## config.mk

```make
export PLATFORM = sky130hd
export DESIGN_NAME = hpsc_slot_regs
export DESIGN_NICKNAME = d
export VERILOG_FILES = /design/src/include/hpsc_pkg.sv /design/src/core/hpsc_evt_gate.sv /design/src/core/hpsc_msg_tx.sv /design/src/core/hpsc_slot_regs.sv
export VERILOG_INCLUDE_DIRS = /design/src /design/src/include
export SDC_FILE = /design/constraint.sdc
export NUM_CORES = 1
export LEC_CHECK = 0
export BUFFER_PORTS_ARGS = -buffer_cell sky130_fd_sc_hd__buf_4
export CAP_MARGIN = 20
export CORE_MARGIN = 3
export CORE_UTILIZATION = 40
export CTS_BUF_LIST = sky130_fd_sc_hd__clkbuf_16
export CTS_CLUSTER_DIAMETER = 200
export CTS_CLUSTER_SIZE = 16
export DETAILED_ROUTE_END_ITERATION = 8
export PLACE_DENSITY = 0.68
export SLEW_MARGIN = 15
export SYNTH_ARGS = -nofsm -noshare
export SYNTH_HDL_FRONTEND = slang
export SYNTH_SLANG_ARGS = --single-unit
export TNS_END_PERCENT = 50
```

## constraint.sdc

```tcl
create_clock -name clk_in -period 2.4 [get_ports clk_in]
set_clock_uncertainty 0.15 [all_clocks]
set_input_delay 0.6 -clock clk_in [delete_from_list [all_inputs] [get_ports clk_in]]
set_output_delay 0.6 -clock clk_in [all_outputs]
set_load 0.01 [all_outputs]
```

## src/include/hpsc_defs.svh

```systemverilog
// Purpose: Offsets, field positions and reset values of the slot registers
// Assumes: Byte offsets within configuration space
// Notes:   Definitions only
`ifndef HPSC_DEFS_SVH
`define HPSC_DEFS_SVH

// ****************************************************************
// Offsets
// ****************************************************************
`define HPSC_CAP_OFF      8'hD4
`define HPSC_CTL_OFF      8'hD8

// ****************************************************************
// Capability word fields
// ****************************************************************
`define HPSC_CAP_FLG_LSB  0
`define HPSC_CAP_FLG_MSB  6
`define HPSC_PLV_LSB      7
`define HPSC_PLV_MSB      14
`define HPSC_PLS_LSB      15
`define HPSC_PLS_MSB      16
`define HPSC_SNUM_LSB     19
`define HPSC_SNUM_MSB     31

// ****************************************************************
// Control word fields
// ****************************************************************
`define HPSC_EN_BTN_BIT   0
`define HPSC_EN_PWF_BIT   1
`define HPSC_EN_PDC_BIT   3
`define HPSC_EN_CMD_BIT   4

// ****************************************************************
// Reset values
// ****************************************************************
`define HPSC_CAP_FLG_RST  7'h5F
`define HPSC_PLV_RST      8'h19
`define HPSC_PLS_RST      2'h0
`define HPSC_SNUM_RST     13'h0000
`define HPSC_EN_RST       4'h0

`endif

```

## src/include/hpsc_pkg.sv

```systemverilog
// Purpose: Types shared by the slot register block
// Assumes: Nothing
// Notes:   Constants live in hpsc_defs.svh
package hpsc_pkg;

	typedef struct packed {
		logic        req;
		logic        wr;
		logic [7:0]  addr;
		logic [3:0]  be;
		logic [31:0] wdata;
	} hpsc_cfg_req_t;

	typedef struct packed {
		logic        wr;
		logic        sel_ctl;
		logic [31:0] data;
	} hpsc_sb_t;

	typedef struct packed {
		logic [7:0] value;
		logic [1:0] scale;
	} hpsc_spl_t;

	typedef enum logic {
		HPSC_TX_IDLE,
		HPSC_TX_SEND
	} hpsc_tx_state_t;

endpackage

```

## src/core/hpsc_evt_gate.sv

```systemverilog
// Purpose: Turns a newly set status flag into a request if enabled
// Assumes: Flag comes from logic on the same clock
// Notes:   One instance per slot event
`timescale 1ns/1ps

module hpsc_evt_gate (
	input  wire logic clk_in,
	input  wire logic rst_n_in,
	input  wire logic flag_in,
	input  wire logic enable_in,
	output logic      pulse_out
);
	logic flag_q;
	logic rise;

	assign rise = flag_in & ~flag_q;

	always_ff @(posedge clk_in or negedge rst_n_in) begin
		if (!rst_n_in) begin
			flag_q <= 1'b0;
		end else begin
			flag_q <= flag_in;
		end
	end

	// Request only on a new flag with its enable set
	always_ff @(posedge clk_in or negedge rst_n_in) begin
		if (!rst_n_in) begin
			pulse_out <= 1'b0;
		end else begin
			pulse_out <= rise & enable_in;
		end
	end
endmodule

```

## src/core/hpsc_msg_tx.sv

```systemverilog
// Purpose: Holds a power limit message until the link takes it
// Assumes: Link side accepts on valid and ready high together
// Notes:   A retrigger while pending sends the newest payload
`timescale 1ns/1ps

module hpsc_msg_tx
	import hpsc_pkg::*;
(
	input  wire logic               clk_in,
	input  wire logic               rst_n_in,
	input  wire logic               send_in,
	input  hpsc_pkg::hpsc_spl_t     payload_in,
	input  wire logic               ready_in,
	output logic                    valid_out,
	output hpsc_pkg::hpsc_spl_t     msg_out
);
	import hpsc_pkg::*;

	hpsc_tx_state_t state;

	// ****************************************************************
	// Sender state
	// ****************************************************************
	always_ff @(posedge clk_in or negedge rst_n_in) begin
		if (!rst_n_in) begin
			state <= HPSC_TX_IDLE;
		end else begin
			unique case (state)
				HPSC_TX_IDLE: begin
					if (send_in) begin
						state <= HPSC_TX_SEND;
					end
				end
				HPSC_TX_SEND: begin
					if (ready_in && !send_in) begin
						state <= HPSC_TX_IDLE;
					end
				end
			endcase
		end
	end

	always_ff @(posedge clk_in or negedge rst_n_in) begin
		if (!rst_n_in) begin
			msg_out <= '0;
		end else if (send_in) begin
			msg_out <= payload_in;
		end
	end

	assign valid_out = (state == HPSC_TX_SEND);
endmodule

```

## src/core/hpsc_slot_regs.sv

```systemverilog
// Purpose: Slot capability and slot event enable registers of a port
// Assumes: Config and sideband requests come on the core clock
// Notes:   Registers exist only while the port strap says downstream
`timescale 1ns/1ps
`include "hpsc_defs.svh"

// Behaviour
// - Bit0 read-only attention button present, reset 1
// - Bit1 read-only power controller present, reset 1
// - Bit2 read-only retention latch sensor, reset 1
// - Bit3 read-only attention indicator present, reset 1
// - Bit4 read-only power indicator present, reset 1
// - Bit5 read-only surprise removal possible, reset 0
// - Bit6 read-only hot-plug capable, reset 1
// - Bits14:7 writable power limit value, reset 19h
// - Bits16:15 writable power limit scale, reset 0
// - Writing value or scale sends power message
// - Capability word exists on downstream ports only
// - Bits31:19 read-only slot number; 18:17 reserved
// - Sideband may replace every default
// - Control bit0 enables attention button requests
// - Control bit1 enables power fault requests
// - Control bit3 enables presence change requests
// - Control bit4 enables command completed requests
module hpsc_slot_regs
	import hpsc_pkg::*;
(
	input  wire logic               clk_in,
	input  wire logic               rst_n_in,
	input  wire logic               downstream_in,
	input  hpsc_pkg::hpsc_cfg_req_t cfg_in,
	output logic                    cfg_ack_out,
	output logic [31:0]             cfg_rdata_out,
	input  hpsc_pkg::hpsc_sb_t      sb_in,
	input  wire logic [3:0]         evt_flag_in,
	output logic [3:0]              evt_req_out,
	output logic                    hp_req_out,
	input  wire logic               spl_ready_in,
	output logic                    spl_valid_out,
	output hpsc_pkg::hpsc_spl_t     spl_msg_out
);
	import hpsc_pkg::*;

	// ****************************************************************
	// Storage
	// ****************************************************************
	logic [6:0]  cap_flags;
	logic [7:0]  plv;
	logic [1:0]  pls;
	logic [12:0] slot_num;
	logic [3:0]  evt_en;
	logic        dn_meta;
	logic        dn_sync;
	logic [31:0] cap_word;
	logic [31:0] ctl_word;
	logic [31:0] cap_merged;
	logic [31:0] ctl_merged;
	logic        hit_cap;
	logic        hit_ctl;
	logic        sw_cap_wr;
	logic        sw_ctl_wr;
	logic        sb_cap_wr;
	logic        sb_ctl_wr;
	logic        spl_touch;
	logic        send_spl;
	hpsc_spl_t   spl_payload;

	// Byte-enable merge of a write onto the current word
	function automatic logic [31:0] merge_be(
		input logic [31:0] old_w,
		input logic [31:0] new_w,
		input logic [3:0]  be
	);
		logic [31:0] res;
		res = old_w;
		for (int i = 0; i < 4; i++) begin
			if (be[i]) begin
				res[i*8 +: 8] = new_w[i*8 +: 8];
			end
		end
		return res;
	endfunction

	// ****************************************************************
	// Port direction strap
	// ****************************************************************
	always_ff @(posedge clk_in or negedge rst_n_in) begin
		if (!rst_n_in) begin
			dn_meta <= 1'b0;
			dn_sync <= 1'b0;
		end else begin
			dn_meta <= downstream_in;
			dn_sync <= dn_meta;
		end
	end

	// ****************************************************************
	// Decode
	// ****************************************************************
	assign hit_cap   = dn_sync && (cfg_in.addr == `HPSC_CAP_OFF);
	assign hit_ctl   = dn_sync && (cfg_in.addr == `HPSC_CTL_OFF);
	assign sw_cap_wr = cfg_in.req && cfg_in.wr && hit_cap;
	assign sw_ctl_wr = cfg_in.req && cfg_in.wr && hit_ctl;
	assign sb_cap_wr = sb_in.wr && !sb_in.sel_ctl;
	assign sb_ctl_wr = sb_in.wr && sb_in.sel_ctl;

	// Reserved bits 18:17 read as zero and ignore writes
	assign cap_word = {slot_num, 2'b00, pls, plv, cap_flags};
	assign ctl_word = {27'h0000000, evt_en[3], evt_en[2], 1'b0,
		evt_en[1], evt_en[0]};

	assign cap_merged = merge_be(cap_word, cfg_in.wdata, cfg_in.be);
	assign ctl_merged = merge_be(ctl_word, cfg_in.wdata, cfg_in.be);

	// Value spans bytes 0 and 1, scale spans bytes 1 and 2
	assign spl_touch = |cfg_in.be[2:0];
	assign send_spl  = sw_cap_wr && spl_touch;
	// Sideband wins a tie, so the message carries what the register keeps
	assign spl_payload.value = sb_cap_wr
		? sb_in.data[`HPSC_PLV_MSB:`HPSC_PLV_LSB]
		: cap_merged[`HPSC_PLV_MSB:`HPSC_PLV_LSB];
	assign spl_payload.scale = sb_cap_wr
		? sb_in.data[`HPSC_PLS_MSB:`HPSC_PLS_LSB]
		: cap_merged[`HPSC_PLS_MSB:`HPSC_PLS_LSB];

	// ****************************************************************
	// Read-only capability fields
	// ****************************************************************
	always_ff @(posedge clk_in or negedge rst_n_in) begin
		if (!rst_n_in) begin
			cap_flags <= `HPSC_CAP_FLG_RST;
			slot_num  <= `HPSC_SNUM_RST;
		end else if (sb_cap_wr) begin
			// Software cannot change these; sideband can
			cap_flags <= sb_in.data[`HPSC_CAP_FLG_MSB:`HPSC_CAP_FLG_LSB];
			slot_num  <= sb_in.data[`HPSC_SNUM_MSB:`HPSC_SNUM_LSB];
		end
	end

	// ****************************************************************
	// Power limit value and scale
	// ****************************************************************
	always_ff @(posedge clk_in or negedge rst_n_in) begin
		if (!rst_n_in) begin
			plv <= `HPSC_PLV_RST;
			pls <= `HPSC_PLS_RST;
		end else if (sb_cap_wr) begin
			plv <= sb_in.data[`HPSC_PLV_MSB:`HPSC_PLV_LSB];
			pls <= sb_in.data[`HPSC_PLS_MSB:`HPSC_PLS_LSB];
		end else if (sw_cap_wr) begin
			plv <= cap_merged[`HPSC_PLV_MSB:`HPSC_PLV_LSB];
			pls <= cap_merged[`HPSC_PLS_MSB:`HPSC_PLS_LSB];
		end
	end

	// ****************************************************************
	// Event enables
	// ****************************************************************
	always_ff @(posedge clk_in or negedge rst_n_in) begin
		if (!rst_n_in) begin
			evt_en <= `HPSC_EN_RST;
		end else if (sb_ctl_wr) begin
			evt_en <= {sb_in.data[`HPSC_EN_CMD_BIT], sb_in.data[`HPSC_EN_PDC_BIT],
				sb_in.data[`HPSC_EN_PWF_BIT], sb_in.data[`HPSC_EN_BTN_BIT]};
		end else if (sw_ctl_wr) begin
			evt_en[0] <= ctl_merged[`HPSC_EN_BTN_BIT];
			evt_en[1] <= ctl_merged[`HPSC_EN_PWF_BIT];
			evt_en[2] <= ctl_merged[`HPSC_EN_PDC_BIT];
			evt_en[3] <= ctl_merged[`HPSC_EN_CMD_BIT];
		end
	end

	// ****************************************************************
	// Config answer
	// ****************************************************************
	always_ff @(posedge clk_in or negedge rst_n_in) begin
		if (!rst_n_in) begin
			cfg_ack_out <= 1'b0;
		end else begin
			cfg_ack_out <= cfg_in.req;
		end
	end

	always_ff @(posedge clk_in or negedge rst_n_in) begin
		if (!rst_n_in) begin
			cfg_rdata_out <= 32'h00000000;
		end else if (cfg_in.req) begin
			if (cfg_in.wr) begin
				cfg_rdata_out <= 32'h00000000;
			end else if (hit_cap) begin
				cfg_rdata_out <= cap_word;
			end else if (hit_ctl) begin
				cfg_rdata_out <= ctl_word;
			end else begin
				cfg_rdata_out <= 32'h00000000;
			end
		end
	end

	// ****************************************************************
	// Event gating
	// ****************************************************************
	for (genvar g = 0; g < 4; g++) begin : g_evt
		hpsc_evt_gate u_gate (
			.clk_in    (clk_in),
			.rst_n_in  (rst_n_in),
			.flag_in   (evt_flag_in[g]),
			.enable_in (evt_en[g] & dn_sync),
			.pulse_out (evt_req_out[g])
		);
	end

	assign hp_req_out = |evt_req_out;

	// ****************************************************************
	// Power limit message
	// ****************************************************************
	hpsc_msg_tx u_msg (
		.clk_in     (clk_in),
		.rst_n_in   (rst_n_in),
		.send_in    (send_spl),
		.payload_in (spl_payload),
		.ready_in   (spl_ready_in),
		.valid_out  (spl_valid_out),
		.msg_out    (spl_msg_out)
	);
endmodule

```

Word level (Yosys, flattened, before mapping). Cells that the tools add are included.

Word-level logic and storage cells: 74. Bits in registers: 88. Output and inout bits: 49. Input port bits: 88.

Bitwise logic cells: 17. Equality and inequality tests: 2. Multiplexer cells: 18. Reduce and logical (&&, ||, !) cells: 17.

Operators with widths (number): two-way mux 32 bit (2); two-way mux 8 bit (5); == test 8 bit (second input constant) (2); AND 1 bit (12); two-way mux 5 bit (2); logical AND 1 bit (9); two-way mux 4 bit (2); two-way mux 2 bit (3); nonzero test 2 bit (3); inverter 1 bit (5); OR reduction 4 bit (1); two-way mux 1 bit (3); OR reduction 3 bit (1); logical NOT 1 bit (2); one-hot mux 1 bit (2 select lines) (1); AND reduction 2 bit (1).

Logic depth before layout (Yosys ltp).
Depth after elaboration: 8. Gate-level depth with buffers: 6. Depth with buffers taken out: 4.

Cells and area by module. From an unflattened synthesis, not the netlist that was laid out.

Cells, all modules: 239. Area total of the unflattened synthesis: 3569.7 um^2.

Modules (own cells, without submodules): hpsc_slot_regs (sequential area each 1687.9 um^2, area each 2889.0 um^2, times used 1, cells each 203); hpsc_msg_tx (sequential area each 275.3 um^2, area each 445.4 um^2, times used 1, cells each 24); hpsc_evt_gate (sequential area each 50.0 um^2, area each 58.8 um^2, times used 4, cells each 3).

Worst setup path before layout. OpenSTA, ideal clock, no wires.

Path kind: input to register. Start: in cfg_in[41] in the netlist's numbering. End: reg evt_en[0]. Required time: 2.125 ns. Stages: 4. Arrival: 1.824 ns. Setup time: 0.125 ns. Path slack: 0.302 ns. Buffers on the path: 0. Cells stage by stage: nand2b_1 > or4_4 > o21bai_2 > mux2_2.

Cells in the longest elaborated chain, start to end: 5.

Ends and longest elaborated chain: start, declared (line hpsc_slot_regs.sv:31) `input hpsc_pkg::hpsc_cfg_req_t cfg_in,`; == test 8 bit (no line); logical AND 1 bit (line hpsc_slot_regs.sv:101) `` assign hit_ctl = dn_sync && (cfg_in.addr == `HPSC_CTL_OFF); ``; logical AND 1 bit (line hpsc_slot_regs.sv:103) `assign sw_ctl_wr = cfg_in.req && cfg_in.wr && hit_ctl;`; nonzero test 2 bit (no line); AND reduction 2 bit (no line); end signal, assigned (line hpsc_slot_regs.sv:161) `` evt_en <= `HPSC_EN_RST; ``; end signal, assigned (line hpsc_slot_regs.sv:163) `` evt_en <= {sb_in.data[`HPSC_EN_CMD_BIT], sb_in.data[`HPSC_EN_PDC_BIT], ``; end signal, assigned (line hpsc_slot_regs.sv:166) `` evt_en[0] <= ctl_merged[`HPSC_EN_BTN_BIT]; ``; end, declared (line hpsc_slot_regs.sv:51) `logic [3:0] evt_en;`.

No other way between the ends. A chain may end at the register's enable or synchronous reset.

Worst setup path after layout.
Start: reg g_evt[1].u_gate.pulse_out. End: out hp_req_out.

Cells in the longest elaborated chain, start to end: 1.

Ends and longest elaborated chain: start, declared (line hpsc_evt_gate.sv:11) `output logic pulse_out`; start signal, assigned (line hpsc_evt_gate.sv:31) `pulse_out <= rise & enable_in;`; OR reduction 4 bit (line hpsc_slot_regs.sv:213) `assign hp_req_out = |evt_req_out;`; end, declared (line hpsc_slot_regs.sv:37) `output logic hp_req_out,`.

No other way between the ends.

==> metrics.cfg <==
[run_status]
outcome=complete, no violations

[hold_path]
min_path_type=reg -> reg

[routing]
vias=2452
drt_drc_violations_left=0
first_pass_iters=4
antenna_violating_nets_post_route=0
detail_route.wl_per_cell_um=16.9
avgViaCountPerCell=5.15
drt_first_iter_violations=54
wl_um=8030

[clock_tree]
cts_root_buf=sky130_fd_sc_hd__clkbuf_16
cts-resized-gates=0
tritoncts.num_buffers=9
clkTransAtPathRegs_ns=0.07
clock_tree_from_tritoncts=done
cts-root-to-sink-buffers=2
insertion_delay_ns=0.33
cts_num_sinks=86
cts_max_level=3

[power_and_ir_drop]
p_int_mw=2.70
comb_power_share_pct=10.0
net-switching-power_mw=0.791
fraction_of_power_spent_switching_nets_pct=22.6
p_leak_nw=2.42
share_seq_of_total_power_pct=47.4
ir_worst_vdd_v=0.000436
power.share.clock_pct=42.6
power.density_nw_per_um2=724

[grt]
grt_pass1_wl_um=13100
grt_overflow=0
grt_antenna_before_repair=0
grt_start_max_net_pins=42
via_count_of_the_first_global_routing_pass=2571
grtUsageTotal_pct=16.6

[sta]
fin_worst_hold_slack_ns=0.203
fin_crit_sh_pct=88.5
grt_setup_unrepaired=no
finalWorstPathRequiredPeriod_ns=2.12
final-setup-viol-count=0
finalHoldViolations=0
timing.final.max_slew_violations=0
fin_setup_tns_ns=0
maxClockFrequency_ghz=0.471

[floorplanning]
floorplan.die_area_um2=9940
num_rows=33
placeableCoreArea_um2=8380
ioPinCount=137
initial_core_util_pct=41.9
die_y_um=99.7
die-width_um=99.7

[setup_path]
cp_data_required_time_ns=1.65
worst-setup-path-type=reg -> out
worst-endpoint-arrival_ns=1.37
critical_path.max_fanout=2
type_of_origin_of_the_critical_path=flop
timing.critical_path.to_type=output port

[yosys]
ys_seq_area_share_pct=61.6
synth.largest_area_cell=sky130_fd_sc_hd__dfrtp_1
syn_area_um2=3510
synth_largest_type_area_fraction_pct=54.9
ys_seq_elements=86
syn-instance-count=251
average_instance_area_after_synthesis_um2=14.0
ys_async_sr_fraction_pct=100
synthTopCellsByArea=sky130_fd_sc_hd__dfrtp_1 55%, sky130_fd_sc_hd__mux2_2 14%, sky130_fd_sc_hd__dfstp_2 6.7%, sky130_fd_sc_hd__a22o_1 6.5%, sky130_fd_sc_hd__mux2i_1 2.9%
synth_enable_flop_cells=0
ys_types=33
ys_dominant_reg_cell=sky130_fd_sc_hd__dfrtp_1
yosys_warnings=0

[placed_design]
place.gp.congestion=0.726
hpwl_after_detailed_placement_um=5660
buffer_ports.inserted=113

[final_layout]
layout_common_cells=118 x sky130_fd_sc_hd__buf_4, 77 x sky130_fd_sc_hd__dfrtp_1, 44 x sky130_fd_sc_hd__mux2_2
final_net_count=454
final_layout_size_suffix_gt1_share_pct=52.6
areaGrowthSynthToFinish_pct=37.5
most_common_cell_after_layout_fill_and_taps_aside=sky130_fd_sc_hd__buf_4
antennaDiodeCount=0

[flow_run]
max_cap_viol_count=0

-- what timing repair did --
item                                   in CTS  in global routing
endpoints found under the hold margin       4                  0
hold buffers                                1                  0
setup buffers                               0                  0
-- stage by stage --
step                std cells  total power, mW  instance area [um2]  util [%]  worst slack [ns]
floorplan                 252             1.84                 3520         -             0.302
global placement          459             2.02                 4500      53.6             0.119
detailed placement        459             2.03                 4500      53.6            0.0823
CTS                       476             3.53                 4830      57.6             0.257
global route              476             3.65                 4830      57.6             0.198
finish                    476             3.50                 4830      57.6             0.275
-- synthesized netlist by cell type, types with 6 or more instances --
cell type and instances:
sky130_fd_sc_hd__a22o_1 26, sky130_fd_sc_hd__buf_4 6, sky130_fd_sc_hd__clkbuf_1 7, sky130_fd_sc_hd__dfrtp_1 77, sky130_fd_sc_hd__dfstp_2 9, sky130_fd_sc_hd__mux2_2 44
sky130_fd_sc_hd__mux2i_1 10, sky130_fd_sc_hd__nand2_1 18, sky130_fd_sc_hd__o21ai_0 14
-- worst max-delay path: stages (launching register included) --
cell and delay (ns):
sky130_fd_sc_hd__dfrtp_1 0.38, sky130_fd_sc_hd__or4_1 0.51, sky130_fd_sc_hd__buf_4 0.16
-- registers in the layout (all words and copies together) (netlist names), 2 cells and up --
signal and flops:
cfg_rdata_out 30, slot_num 13, u_msg.msg_out 10, plv 8, cap_flags 7, evt_en 4, g_evt.u_gate.flag_q 4, g_evt.u_gate.pulse_out 4
pls 2
-- per-layer routing --
layer	global-route usage [%]	part of all wire, %
met3	6.38	7.7
met5	0	0
met4	2.84	0.55
met2	27.9	50
met1	20.8	42
-- power by group through the flow --
stage               Clock [mW]  Sequential, mW  Combinational [mW]
detailed placement           0            1.68               0.353
global route              1.59            1.67               0.391
floorplan                    0            1.66               0.185
CTS                       1.52            1.66               0.357
finish                    1.49            1.66               0.349
global placement             0            1.67               0.341
-- cells by family (layout without fill, tap and decap cells) --
family	count (synthesis)	count (layout)	share of synthesized area, %
other	1	2	0.107
multiplexers	54	54	17.0
AO/OA/AOI/OAI	47	47	10.4
AND/OR/NAND/NOR	40	40	7.02
buffers and inverters	23	142	3.88
flip-flops	86	86	61.6
-- path summary, 6_finish.rpt --
kind	startpoint	end	slack, ns	cells after the start
max in group asynchronous	rst_n_in	cap_flags[5]	0.93	3
min in group asynchronous	rst_n_in	pls[1]	0.54	2
min	dn_meta	dn_sync	0.20	0
min reg2reg	dn_meta	dn_sync	0.20	0
max	g_evt[1].u_gate.pulse_out	hp_req_out	0.28	2
max reg2reg	dn_sync	evt_en[3]	0.43	4
-- cell type report --
type	instances	area, um2
timing repair buffer	123	976
clock buffer	9	225
clock inverter	7	98.8
tap	105	131
sequential	86	2160
inverter	3	11.3
multi-input combinational	143	1220
fill	696	3550
(Power assumes the default switching activity.)
